`src/temp_alarm_pkg.sv`:
```
// Constants, types and register map for the temperature source and alarm block
`default_nettype none
package temp_alarm_pkg;

  // ****************************************
  // Register word indices (byte address = index * 4)
  // ****************************************
  localparam int          IDX_W          = 14;
  localparam logic [13:0] IDX_EXT_TEMP   = 14'h2900;
  localparam logic [13:0] IDX_SRC_SEL    = 14'h2902;
  localparam logic [13:0] IDX_THR_LOW    = 14'h2903;
  localparam logic [13:0] IDX_THR_HIGH   = 14'h2905;
  localparam logic [13:0] IDX_COEF_BASE  = 14'h2910;
  localparam logic [13:0] IDX_UNIT_EN    = 14'h2916;
  localparam logic [13:0] IDX_CORR_TERM  = 14'h2917;
  localparam logic [13:0] IDX_LIVE_STAT  = 14'h3002;
  localparam logic [13:0] IDX_DIE_TEMP   = 14'h3003;
  localparam logic [13:0] IDX_IRQ_STAT   = 14'h300C;
  localparam logic [13:0] IDX_IRQ_MASK   = 14'h3010;

  // ****************************************
  // Field positions and reset values
  // ****************************************
  localparam int          SEL_SYS_BIT    = 0;
  localparam int          SEL_LOOP1_BIT  = 1;
  localparam int          SEL_LOOP2_BIT  = 2;
  localparam int          LIVE_OOR_BIT   = 0;
  localparam int          IRQ_TEMP_BIT   = 4;
  localparam logic [2:0]  RST_SRC_SEL    = 3'h0;
  localparam logic [15:0] RST_EXT_TEMP   = 16'h0000;
  localparam logic [15:0] RST_THR_LOW    = 16'h8000;
  localparam logic [15:0] RST_THR_HIGH   = 16'h7FFF;
  localparam logic [15:0] RST_COEF       = 16'h0000;
  localparam logic [1:0]  RST_UNIT_EN    = 2'h0;
  localparam logic [7:0]  RST_IRQ        = 8'h00;
  localparam logic [7:0]  IRQ_IMPL_MASK  = 8'h10;

  // ****************************************
  // Timing and arithmetic
  // ****************************************
  localparam int          CLK_HZ         = 10_000_000;
  localparam int          SAMPLE_HZ      = 25_000_000;
  localparam int          SAMPLE_CYC     = (CLK_HZ / SAMPLE_HZ < 1) ? 1 : CLK_HZ / SAMPLE_HZ;
  localparam int          AVG_LOG2       = 12;
  localparam int          AVG_CNT        = 1 << AVG_LOG2;
  localparam int          COEF_N         = 6;
  localparam int          UNIT_N         = 2;
  localparam int          T_FRAC         = 7;
  localparam int          TERM_FRAC      = 15;

  // ****************************************
  // Types
  // ****************************************
  typedef logic signed [15:0] temp_t;

  typedef struct packed {
    temp_t sys_clock;
    temp_t first_loop_channel;
    temp_t second_loop_channel;
  } consumer_temps_s;

  typedef enum logic [0:0] {
    CALC_IDLE = 1'b0,
    CALC_RUN  = 1'b1
  } calc_state_e;

endpackage
`default_nettype wire

```
`src/temp_averager.sv`:
```
// Block average of the synchronised die temperature samples
`timescale 1ns/1ps
`default_nettype none
module temp_averager
  import temp_alarm_pkg::*;
(
  // Clock and reset
  input  wire logic  pclk,
  input  wire logic  presetn,
  // Samples in
  input  wire logic  sample_en,
  input  wire temp_t sample,
  // Average out
  output var  temp_t avg,
  output var  logic  avg_valid
);

  // ****************************************
  // Accumulator
  // ****************************************
  logic signed [15+AVG_LOG2:0] acc_r;
  logic        [AVG_LOG2-1:0]  cnt_r;
  logic signed [15+AVG_LOG2:0] sum;

  always_comb begin
    sum = acc_r + {{AVG_LOG2{sample[15]}}, sample};
  end

  always_ff @(posedge pclk or negedge presetn) begin
    if (!presetn) begin
      acc_r     <= '0;
      cnt_r     <= '0;
      avg       <= '0;
      avg_valid <= 1'b0;
    end else begin
      avg_valid <= 1'b0;
      if (sample_en) begin
        cnt_r <= cnt_r + 1'b1;
        if (cnt_r == AVG_LOG2'(AVG_CNT - 1)) begin
          avg       <= sum[15+AVG_LOG2:AVG_LOG2];
          avg_valid <= 1'b1;
          acc_r     <= '0;
        end else begin
          acc_r <= sum;
        end
      end
    end
  end

endmodule
`default_nettype wire

```
`src/temp_source_alarm.sv`:
```
// Temperature readout, per-consumer source selection, alarm and compensation
//
// The APB register port is this design's own decision.
`timescale 1ns/1ps
`default_nettype none
// Notes on behaviour
// - Three consumers each get a temperature from sensor or external register.
// - Select bit 0 sysclock, bit 1 first loop, bit 2 second loop.
// - Select bit clear picks sensor, set picks external; all reset cleared.
// - Averaged die temperature is readable as a 16-bit read-only value.
// - Temperatures are signed 16-bit in 1/128 degree units.
// - Sensor sampled once per pclk cycle (SAMPLE_CYC = 1) and averages 4096 samples per update.
// - Reading compared against programmable signed high and low thresholds.
// - Live status bit high while reading outside window, not latched.
// - Live status bit feeds interrupt status bit four.
// - Designated units multiply by one plus correction term.
// - Fifth-order six-coefficient polynomial; zero coefficient drops that power.
module temp_source_alarm
  import temp_alarm_pkg::*;
(
  // Clock and reset
  input  wire logic                   pclk,
  input  wire logic                   presetn,
  // APB slave
  input  wire logic                   psel,
  input  wire logic                   penable,
  input  wire logic                   pwrite,
  input  wire logic [15:0]            paddr,
  input  wire logic [31:0]            pwdata,
  output var  logic [31:0]            prdata,
  output var  logic                   pready,
  output var  logic                   pslverr,
  // Sensor digital output, asynchronous
  input  wire temp_t                  sensor_raw,
  // Consumers
  output var  consumer_temps_s        consumer_temps,
  output var  temp_t                  frequency_correction_term,
  // Units under compensation
  input  wire logic [UNIT_N-1:0][31:0] tuning_word_in,
  output var  logic [UNIT_N-1:0][31:0] tuning_word_out,
  // Interrupt
  output var  logic                   irq
);

  // ****************************************
  // Declarations
  // ****************************************
  temp_t                   sens_meta_r;
  temp_t                   sens_sync_r;
  logic [3:0]              div_cnt_r;
  logic                    sample_en_r;
  temp_t                   die_temp;
  logic                    die_valid;
  temp_t                   ext_temp_r;
  logic [2:0]              src_sel_r;
  temp_t                   thr_low_r;
  temp_t                   thr_high_r;
  temp_t                   coef_r [COEF_N];
  logic [UNIT_N-1:0]       unit_en_r;
  logic [7:0]              irq_stat_r;
  logic [7:0]              irq_mask_r;
  logic                    live_r;
  logic                    live_d_r;
  logic                    out_of_range;
  calc_state_e             calc_state_r;
  logic [2:0]              step_r;
  temp_t                   acc_r;
  temp_t                   calc_temp_r;
  temp_t                   horner_nxt;
  logic signed [31:0]      horner_prod;
  logic [IDX_W-1:0]        idx;
  logic                    setup;
  logic                    wr_en;
  logic                    mapped;
  logic [31:0]             rd_data;
  logic [7:0]              irq_set;
  logic [7:0]              irq_clr;
  logic                    coef_hit;
  logic [2:0]              coef_sel;
  logic [IDX_W-1:0]        coef_off;

  // ****************************************
  // Sensor input synchroniser and sample rate
  // ****************************************
  always_ff @(posedge pclk or negedge presetn) begin
    if (!presetn) begin
      sens_meta_r <= '0;
      sens_sync_r <= '0;
    end else begin
      sens_meta_r <= sensor_raw;
      sens_sync_r <= sens_meta_r;
    end
  end

  always_ff @(posedge pclk or negedge presetn) begin
    if (!presetn) begin
      div_cnt_r   <= '0;
      sample_en_r <= 1'b0;
    end else begin
      sample_en_r <= (div_cnt_r == 4'(SAMPLE_CYC - 1));
      if (div_cnt_r == 4'(SAMPLE_CYC - 1)) begin
        div_cnt_r <= '0;
      end else begin
        div_cnt_r <= div_cnt_r + 4'h1;
      end
    end
  end

  temp_averager u_avg (
    .pclk      (pclk),
    .presetn   (presetn),
    .sample_en (sample_en_r),
    .sample    (sens_sync_r),
    .avg       (die_temp),
    .avg_valid (die_valid)
  );

  // ****************************************
  // Consumer source selection
  // ****************************************
  // Route sensor or unscaled external value
  always_ff @(posedge pclk or negedge presetn) begin
    if (!presetn) begin
      consumer_temps <= '0;
    end else begin
      consumer_temps.sys_clock           <= src_sel_r[SEL_SYS_BIT] ? ext_temp_r : die_temp;
      consumer_temps.first_loop_channel  <= src_sel_r[SEL_LOOP1_BIT] ? ext_temp_r : die_temp;
      consumer_temps.second_loop_channel <= src_sel_r[SEL_LOOP2_BIT] ? ext_temp_r : die_temp;
    end
  end

  // ****************************************
  // Threshold detector
  // ****************************************
  // Signed window, equality inside
  always_comb begin
    out_of_range = (die_temp > thr_high_r) || (die_temp < thr_low_r);
  end

  always_ff @(posedge pclk or negedge presetn) begin
    if (!presetn) begin
      live_r   <= 1'b0;
      live_d_r <= 1'b0;
    end else begin
      live_r   <= out_of_range;
      live_d_r <= live_r;
    end
  end

  // ****************************************
  // Compensation polynomial
  // ****************************************
  // Horner step, zero coefficient adds nothing
  always_comb begin
    horner_prod = acc_r * calc_temp_r;
    horner_nxt  = horner_prod[15+T_FRAC:T_FRAC] + coef_r[step_r];
  end

  always_ff @(posedge pclk or negedge presetn) begin
    if (!presetn) begin
      calc_state_r              <= CALC_IDLE;
      step_r                    <= '0;
      acc_r                     <= '0;
      calc_temp_r               <= '0;
      frequency_correction_term <= '0;
    end else begin
      case (calc_state_r)
        CALC_IDLE: begin
          if (die_valid || wr_en) begin
            calc_temp_r  <= consumer_temps.sys_clock;
            acc_r        <= coef_r[COEF_N-1];
            step_r       <= 3'(COEF_N - 2);
            calc_state_r <= CALC_RUN;
          end
        end
        CALC_RUN: begin
          acc_r <= horner_nxt;
          if (step_r == 3'h0) begin
            frequency_correction_term <= horner_nxt;
            calc_state_r              <= CALC_IDLE;
          end else begin
            step_r <= step_r - 3'h1;
          end
        end
        default: begin
          calc_state_r <= CALC_IDLE;
        end
      endcase
    end
  end

  // ****************************************
  // Correction of designated units
  // ****************************************
  genvar u;
  generate
    for (u = 0; u < UNIT_N; u++) begin : g_unit
      logic signed [48:0] prod;
      always_comb begin
        prod = $signed({1'b0, tuning_word_in[u]}) * frequency_correction_term;
      end
      always_ff @(posedge pclk or negedge presetn) begin
        if (!presetn) begin
          tuning_word_out[u] <= '0;
        end else if (unit_en_r[u]) begin
          tuning_word_out[u] <= tuning_word_in[u] + prod[31+TERM_FRAC:TERM_FRAC];
        end else begin
          tuning_word_out[u] <= tuning_word_in[u];
        end
      end
    end
  endgenerate

  // ****************************************
  // APB decode
  // ****************************************
  always_comb begin
    idx      = paddr[15:2];
    setup    = psel && !penable;
    wr_en    = psel && penable && pready && pwrite && !pslverr;
    coef_off = idx - IDX_COEF_BASE;
    coef_hit = (idx >= IDX_COEF_BASE) && (coef_off < IDX_W'(COEF_N));
    coef_sel = coef_off[2:0];
  end

  always_comb begin
    rd_data = 32'h0000_0000;
    mapped  = (paddr[1:0] == 2'b00);
    if (coef_hit) begin
      rd_data = {{16{coef_r[coef_sel][15]}}, coef_r[coef_sel]};
    end else begin
      case (idx)
        IDX_EXT_TEMP:  rd_data = {16'h0000, ext_temp_r};
        IDX_SRC_SEL:   rd_data = {29'h0000_0000, src_sel_r};
        IDX_THR_LOW:   rd_data = {16'h0000, thr_low_r};
        IDX_THR_HIGH:  rd_data = {16'h0000, thr_high_r};
        IDX_UNIT_EN:   rd_data = {30'h0000_0000, unit_en_r};
        IDX_CORR_TERM: rd_data = {16'h0000, frequency_correction_term};
        IDX_LIVE_STAT: rd_data = {31'h0000_0000, live_r};
        IDX_DIE_TEMP:  rd_data = {16'h0000, die_temp};
        IDX_IRQ_STAT:  rd_data = {24'h00_0000, irq_stat_r};
        IDX_IRQ_MASK:  rd_data = {24'h00_0000, irq_mask_r};
        default:       mapped  = 1'b0;
      endcase
    end
  end

  // Answer one cycle after setup
  always_ff @(posedge pclk or negedge presetn) begin
    if (!presetn) begin
      pready  <= 1'b0;
      pslverr <= 1'b0;
      prdata  <= '0;
    end else begin
      pready  <= setup;
      pslverr <= setup && !mapped;
      if (setup && !pwrite && mapped) begin
        prdata <= rd_data;
      end else if (setup) begin
        prdata <= '0;
      end
    end
  end

  // ****************************************
  // Software registers
  // ****************************************
  // Writable fields
  always_ff @(posedge pclk or negedge presetn) begin
    if (!presetn) begin
      ext_temp_r <= RST_EXT_TEMP;
      src_sel_r  <= RST_SRC_SEL;
      thr_low_r  <= RST_THR_LOW;
      thr_high_r <= RST_THR_HIGH;
      unit_en_r  <= RST_UNIT_EN;
      irq_mask_r <= RST_IRQ;
    end else if (wr_en) begin
      case (idx)
        IDX_EXT_TEMP: ext_temp_r <= pwdata[15:0];
        IDX_SRC_SEL:  src_sel_r  <= pwdata[2:0];
        IDX_THR_LOW:  thr_low_r  <= pwdata[15:0];
        IDX_THR_HIGH: thr_high_r <= pwdata[15:0];
        IDX_UNIT_EN:  unit_en_r  <= pwdata[UNIT_N-1:0];
        IDX_IRQ_MASK: irq_mask_r <= pwdata[7:0] & IRQ_IMPL_MASK;
        default:      ext_temp_r <= ext_temp_r;
      endcase
    end
  end

  genvar k;
  generate
    for (k = 0; k < COEF_N; k++) begin : g_coef
      always_ff @(posedge pclk or negedge presetn) begin
        if (!presetn) begin
          coef_r[k] <= RST_COEF;
        end else if (wr_en && coef_hit && (coef_sel == 3'(k))) begin
          coef_r[k] <= pwdata[15:0];
        end
      end
    end
  endgenerate

  // ****************************************
  // Interrupts
  // ****************************************
  // Out-of-range entry sets status bit four
  always_comb begin
    irq_set               = 8'h00;
    irq_set[IRQ_TEMP_BIT] = live_r && !live_d_r;
    irq_clr               = (wr_en && idx == IDX_IRQ_STAT) ? pwdata[7:0] : 8'h00;
  end

  // Set wins over write-one clear
  always_ff @(posedge pclk or negedge presetn) begin
    if (!presetn) begin
      irq_stat_r <= RST_IRQ;
      irq        <= 1'b0;
    end else begin
      irq_stat_r <= ((irq_stat_r & ~irq_clr) | irq_set) & IRQ_IMPL_MASK;
      irq        <= |(irq_stat_r & irq_mask_r);
    end
  end

endmodule
`default_nettype wire

```
`config.mk`:
```
export PLATFORM = sky130hd
export DESIGN_NAME = temp_source_alarm
export DESIGN_NICKNAME = d
export VERILOG_FILES = /design/src/temp_alarm_pkg.sv /design/src/temp_averager.sv /design/src/temp_source_alarm.sv
export SDC_FILE = /design/constraint.sdc
export NUM_CORES = 2
export LEC_CHECK = 0
export ABC_AREA = 1
export BUFFER_PORTS_ARGS = -buffer_cell sky130_fd_sc_hd__buf_2
export CORE_MARGIN = 2
export CORE_UTILIZATION = 25
export CTS_BUF_LIST = sky130_fd_sc_hd__clkbuf_16
export DETAILED_ROUTE_END_ITERATION = 12
export PLACE_DENSITY = 0.35
export SYNTH_ARGS = -nofsm -noshare
export SYNTH_HDL_FRONTEND = slang
export SYNTH_SLANG_ARGS = --single-unit
```
`constraint.sdc`:
```
create_clock -name pclk -period 9.45 [get_ports pclk]
set_input_delay 0.945 -clock pclk [delete_from_list [all_inputs] [get_ports pclk]]
set_output_delay 0.945 -clock pclk [all_outputs]
set_load 0.02 [all_outputs]
```
# Yosys cells after proc, flatten, opt, wreduce, memory -nomap -nowiden
# Cells that the tools add are included.
dict set report word_totals {
  reg_bits 446
  elab_cells 151
}
dict set report op_classes {
  add_sub_neg 8
  multipliers 3
  magnitude_cmp 6
  n_eq_ne 18
  mux 30
  bitwise_logic 7
  n_reduce_logical 42
}
# cell count
set op_table {}
lappend op_table {{2-to-1 mux 32 bit} 5}
lappend op_table {{case mux 16 bit (10 select lines)} 1}
lappend op_table {{== test 14 bit (second input constant)} 10}
lappend op_table {{2-to-1 mux 16 bit} 8}
lappend op_table {{binary-select mux 16 bit (select 3 bit)} 2}
lappend op_table {{multiplier 33 x 16 -> 47 bit} 2}
lappend op_table {{adder 32 bit} 2}
lappend op_table {{case mux 16 bit (2 select lines)} 1}
lappend op_table {{adder 28 bit} 1}
lappend op_table {{2-to-1 mux 28 bit} 1}
lappend op_table {{multiplier 16 x 16 -> 23 bit} 1}
lappend op_table {{AND reduction 2 bit} 10}
lappend op_table {{logical AND 1 bit} 18}
lappend op_table {{adder 16 bit} 1}
lappend op_table {{> comparator 16 bit} 1}
lappend op_table {{less-than comparator 16 bit} 1}
lappend op_table {{>= comparator 14 bit (second input constant)} 1}
lappend op_table {{less-than comparator 14 x 3 -> 1 bit (second input constant)} 1}
lappend op_table {{subtractor 14 bit (second input constant)} 1}
lappend op_table {{adder 12 x 1 -> 12 bit (second input constant)} 1}
lappend op_table {{== test 12 bit (second input constant)} 1}
lappend op_table {{bitwise AND 5 bit} 2}
lappend op_table {{OR reduction 10 bit} 1}
lappend op_table {{>= comparator 4 bit (second input constant)} 2}
lappend op_table {{23 further kinds} 39}

# Longest topological paths before layout
dict set report depth {
  word_depth 9
  depth_mapped 43
  depth_no_buf 41
}

# Cells and area by module
# A second synthesis with hierarchy kept.
dict set report hier_totals {
  hier_cells 9298
  hier_area_um2 68197.9
}
# module instances cells_per_inst area_each_um2 seq_area_each_um2
set by_module_without_submodules {}
lappend by_module_without_submodules {temp_source_alarm 1 8645 63902.5 9379.0}
lappend by_module_without_submodules {temp_averager 1 653 4295.4 1426.4}

# Worst setup path after synthesis
# No wires, ideal clock.
dict set report synth_timing {
  path_kind {input port to flip-flop}
  startpoint {input port tuning_word_in[13] (netlist bit)}
  endpoint {register tuning_word_out[20] (netlist bit)}
  arrival_ns 7.663
  slack_ns 1.652
  stages 31
  n_path_buf 2
  cell_sequence {clkbuf_1 clkbuf_1 nand2_1 fa_1 inv_1 fa_1 inv_1 fa_1 inv_1 fa_1 fa_1 fa_1 ha_1 a21o_1 o21bai_1 a21oi_1 o21ai_0 xor2_1 ha_1 fa_1 nand2_1 nor2_1 nor2_1 inv_1 nand3_1 nand3_1 a21boi_0 o21ai_0 or2_2 nand3_1 o21ai_0}
}
dict set report synth_between {
  elab_chain_cells 3
}
# element line_no
set synth_rtl {}
lappend synth_rtl {{from (decl)} temp_source_alarm.sv:39} ;# input wire logic [UNIT_N-1:0][31:0] tuning_word_in,
lappend synth_rtl {{multiplier 33 x 16 -> 47 bit} temp_source_alarm.sv:200} ;# prod = $signed({1'b0, tuning_word_in[u]}) * frequency_correction_term;
lappend synth_rtl {{adder 32 bit *} temp_source_alarm.sv:206} ;# tuning_word_out[u] <= tuning_word_in[u] + prod[31+TERM_FRAC:TERM_FRAC];
lappend synth_rtl {{2-to-1 mux 32 bit *} temp_source_alarm.sv:205} ;# end else if (unit_en_r[u]) begin
lappend synth_rtl {{to (signal, indexed assignment)} temp_source_alarm.sv:206}
lappend synth_rtl {{to (signal, indexed assignment)} temp_source_alarm.sv:208} ;# tuning_word_out[u] <= tuning_word_in[u];
lappend synth_rtl {{to (decl)} temp_source_alarm.sv:40} ;# output var logic [UNIT_N-1:0][31:0] tuning_word_out,
# Every way passes the cells marked *; elsewhere a longest branch is shown, timed or not.
# A chain may end at the register's enable or synchronous reset.

# Final worst setup path
dict set report layout_timing {
  startpoint {register frequency_correction_term[2]}
  endpoint {register tuning_word_out[29] (netlist bit)}
}
dict set report layout_between {
  elab_chain_cells 3
}
# element line_no
set layout_rtl {}
lappend layout_rtl {{from (decl)} temp_source_alarm.sv:37} ;# output var temp_t frequency_correction_term,
lappend layout_rtl {{from (signal assigned)} temp_source_alarm.sv:179} ;# frequency_correction_term <= horner_nxt;
lappend layout_rtl {{multiplier 33 x 16 -> 47 bit} temp_source_alarm.sv:200}
lappend layout_rtl {{adder 32 bit} temp_source_alarm.sv:206}
lappend layout_rtl {{2-to-1 mux 32 bit} temp_source_alarm.sv:205}
# Every way passes these cells.

==> summary.txt <==
Outcome
  • Status: completed

STA
  • Slew headroom: 16.3%
  • RSZ-0062 raised after global routing: false
  • Post-route minimum period: 8.60 ns
  • Final Hold Fails: 0
  • Worst-Margin Slew: 1.25 ns
  • Max-slew violation total from the final report: 0
  • Final period util: 91.0%
  • Final Skew: 0.0877 ns
  • Final Setup Violations: 0
  • Final TNS setup: 0 ns
  • Fmax: 116 MHz

Clock tree
  • CTS H-tree lvls: 2
  • CTS root buf: clkbuf_16
  • Number of hold buffers added after cts: 0
  • Clock Path Buffers: 3
  • CTS Buf Count: 56
  • Post-CTS sizing: 0
  • Worst skew pair latency: 0.73 ns
  • CTS Sinks: 431
  • Reg clk slew, reported paths: 0.07 ns
  • # Post-CTS Setup Buffers: 0
  • TritonCTS clock tree: built

Route
  • Max layer used: met4
  • Starting DRT DRC Count: 2875
  • Antenna-violating nets left: 0
  • Vias: 54.9k
  • Routed length on met2: 113 mm
  • Routed met3 length: 7.09 mm
  • WL/cell: 19.2 um
  • Met1 WL: 115 mm
  • DRC Markers: 0
  • DRT Wirelength: 239 mm
  • First-pass iteration count of the detailed router: 8
  • DR vias/cell: 4.42

Min path
  • Worst hold path class: primary input to async pin

Setup path
  • Reg2Reg Depth: 35
  • Element type at the critical path end: register
  • Worst path most repeated cell: inv_1
  • Critical Path RT: 9.98 ns
  • Crit-path max FO: 55
  • Crit path DAT: 9.13 ns
  • Startpoint types: register
  • Crit-path max cell delay: 1.03 ns
  • Setup Crit Path Kind: register to register
  • Crit-path slowest cell: dfrtp_4

Yosys
  • EDFF count, synth: 0
  • Synthesized area: 66500 um^2
  • Synth top area cells: fa_1, dfrtp_1, nand2_1
  • Biggest area consumer among synthesized cells: fa_1
  • Share of the synthesized area in the top cell type: 30.5%
  • #FFs+latches synth: 431
  • Async SR Flop Fraction: 100%
  • Syn. warnings: 0
  • Sequential fraction of the synthesis area: 16.2%
  • Syn_nets: 10.4k
  • Syn_area_per_cell: 7.56 um^2
  • Distinct cell type count after synthesis: 60
  • Top_reg_cell synth: dfrtp_1
  • Gate count of the mapped netlist: 8800

Floorplanning
  • Initial Utilization: 25.1%
  • Core region area: 265000 um^2
  • Die height: 520 um
  • Die width: 520 um
  • Row count: 189
  • IO Pins: 296
  • Die ar.: 270000 um^2

Cells and area
  • Post-route insts no fill: 12.4k
  • Layout Nets: 10.5k
  • Synthesis-to-layout area growth: 10.5%
  • Layout fillers: 29.3k
  • Layout cells sized above 1: 6.72%

Global routing
  • First-pass GRT wire length: 370 mm
  • Initial antenna violation count: 7
  • GRT Total Usage: 17.8%
  • Total congestion overflow: 0
  • Pin count of the biggest net entering global routing: 131
  • Vias in the first global route: 59.5k

Placement
  • Final GP Congestion: 0.880
  • Placed cell count: 12.3k
  • PortBufs: 279
  • Hpwl dp: 190 mm

Flow run
  • MaxCap Viol Count: 0
sequential cells by signal, indices dropped and copies added (netlist names), 2 cells and up:
register / flops
coef_r: 96
tuning_word_out: 64
consumer_temps: 48
u_avg.acc_r: 28
prdata: 17
acc_r: 16
calc_temp_r: 16
ext_temp_r: 16
frequency_correction_term: 16
sens_meta_r: 16
sens_sync_r: 16
thr_high_r: 16
thr_low_r: 16
u_avg.avg: 16
u_avg.cnt_r: 12
div_cnt_r: 4
src_sel_r: 3
step_r: 3
unit_en_r: 2
path summary, 6_finish.rpt:
| check | from | endpoint | slack, ns |
|---|---|---|---|
| min in group pclk | sensor_raw[14] | sens_meta_r[14] | 0.31 |
| worst min-delay path | presetn | tuning_word_out[61] | 0.1 |
| worst max-delay path | frequency_correction_term[2] | tuning_word_out[29] | 0.85 |
| worst max register to register | frequency_correction_term[2] | tuning_word_out[29] | 0.85 |
| worst min register to register | sens_meta_r[6] | sens_sync_r[6] | 0.35 |
| max in group asynchronous | presetn | frequency_correction_term[12] | 7.17 |
layer usage:
layer	global-route usage (%)	vias to the layer above
met5	0	-
met4	2.89	0
met3	1.23	185
met2	30.3	857
met1	25.0	27600
li1	-	26300
synthesized netlist by cell type, types with 6 or more instances:
| cell type | number |
|---|---|
| and3_1 | 8 |
| a221oi_1 | 8 |
| fa_1 | 1012 |
| a21o_1 | 25 |
| buf_1 | 62 |
| inv_1 | 2143 |
| buf_2 | 8 |
| a21boi_0 | 9 |
| o2111ai_1 | 8 |
| o221ai_1 | 22 |
| nor2_1 | 347 |
| dfstp_2 | 16 |
| ha_1 | 497 |
| nor3_1 | 46 |
| o31ai_1 | 9 |
| a211oi_1 | 6 |
| nand2_1 | 2369 |
| xor2_1 | 84 |
| inv_2 | 8 |
| a21oi_1 | 298 |
| o21ai_1 | 29 |
| o22ai_1 | 34 |
| nand4_1 | 47 |
| clkbuf_1 | 316 |
| o21a_1 | 16 |
| o21bai_1 | 28 |
| nand3_1 | 210 |
| o211ai_1 | 20 |
| nand3b_1 | 14 |
| o21ai_2 | 7 |
| a31oi_1 | 47 |
| dfrtp_1 | 415 |
| nor4_1 | 9 |
| buf_4 | 18 |
| xnor2_1 | 55 |
| or2_2 | 50 |
| o21ai_0 | 451 |
logic make-up (layout without fill, tap and decap cells):
family	after synthesis	in the layout	share of synthesized area [%]
AOI/OAI and AO/OA	1040	1040	8.81
xor gates and xnor gates	139	139	1.83
adders and majority gates	1509	1509	39.8
buffers and inverters	2563	2661	14.6
DFF	431	431	16.2
other	0	5	0
and+or+nand+nor	3118	3118	18.7
stage by stage:
step	utilization [%]	setup slack, ns	area [um^2]	hold WS (ns)
floorplan	-	1.65	66500	0.331
global placement	27.1	0.652	71700	0.336
detailed placement	27.1	0.651	71700	0.336
CTS	27.8	0.796	73500	0.0381
global route	27.8	0.284	73500	0.0763
finish	27.8	0.848	73500	0.0980
cell type report:
type / count / area [um^2] / area share, %
Multi-Input combinational cell: 5806 / 46000 / 62.6
Tap cell: 3533 / 4420 / 6.01
Timing Repair Buffer: 405 / 2360 / 3.22
Sequential cell: 431 / 10900 / 14.8
Clock buffer: 56 / 1400 / 1.91
Clock inverter: 46 / 370 / 0.504
Inverter: 2154 / 8090 / 11.0
Antenna cell: 5 / 12.5 / 0.0170
worst max-delay path, delay by kind of cell, from the launching register on:
kind / cells / cell delay (ns)
AO/OA/AOI/OAI: 7 / 1.50
XOR/XNOR: 1 / 0.13
buffers and inverters: 10 / 1.00
flip-flops: 1 / 1.03
adder cells (fa/ha/maj): 8 / 3.81
AND/OR/NAND/NOR: 9 / 1.00
layout by cell type (no fill, tap or decap), drive strengths merged, types with 25 or more instances in the layout:
cell | synthesis | routed
a21o | 25 | 25
a21oi | 298 | 298
a31oi | 47 | 47
buf | 89 | 405
clkbuf | 320 | 56
clkinv | 3 | 26
dfrtp | 415 | 415
fa | 1012 | 1012
ha | 497 | 497
inv | 2151 | 2164
nand2 | 2372 | 2372
nand3 | 211 | 211
nand4 | 47 | 47
nor2 | 351 | 351
nor3 | 50 | 50
o21ai | 487 | 487
o21bai | 28 | 28
o22ai | 34 | 34
or2 | 54 | 54
xnor2 | 55 | 55
xor2 | 84 | 84
Power is not shown: default switching activity piles up to over one toggle a cycle in this logic, so the estimate is an artifact.
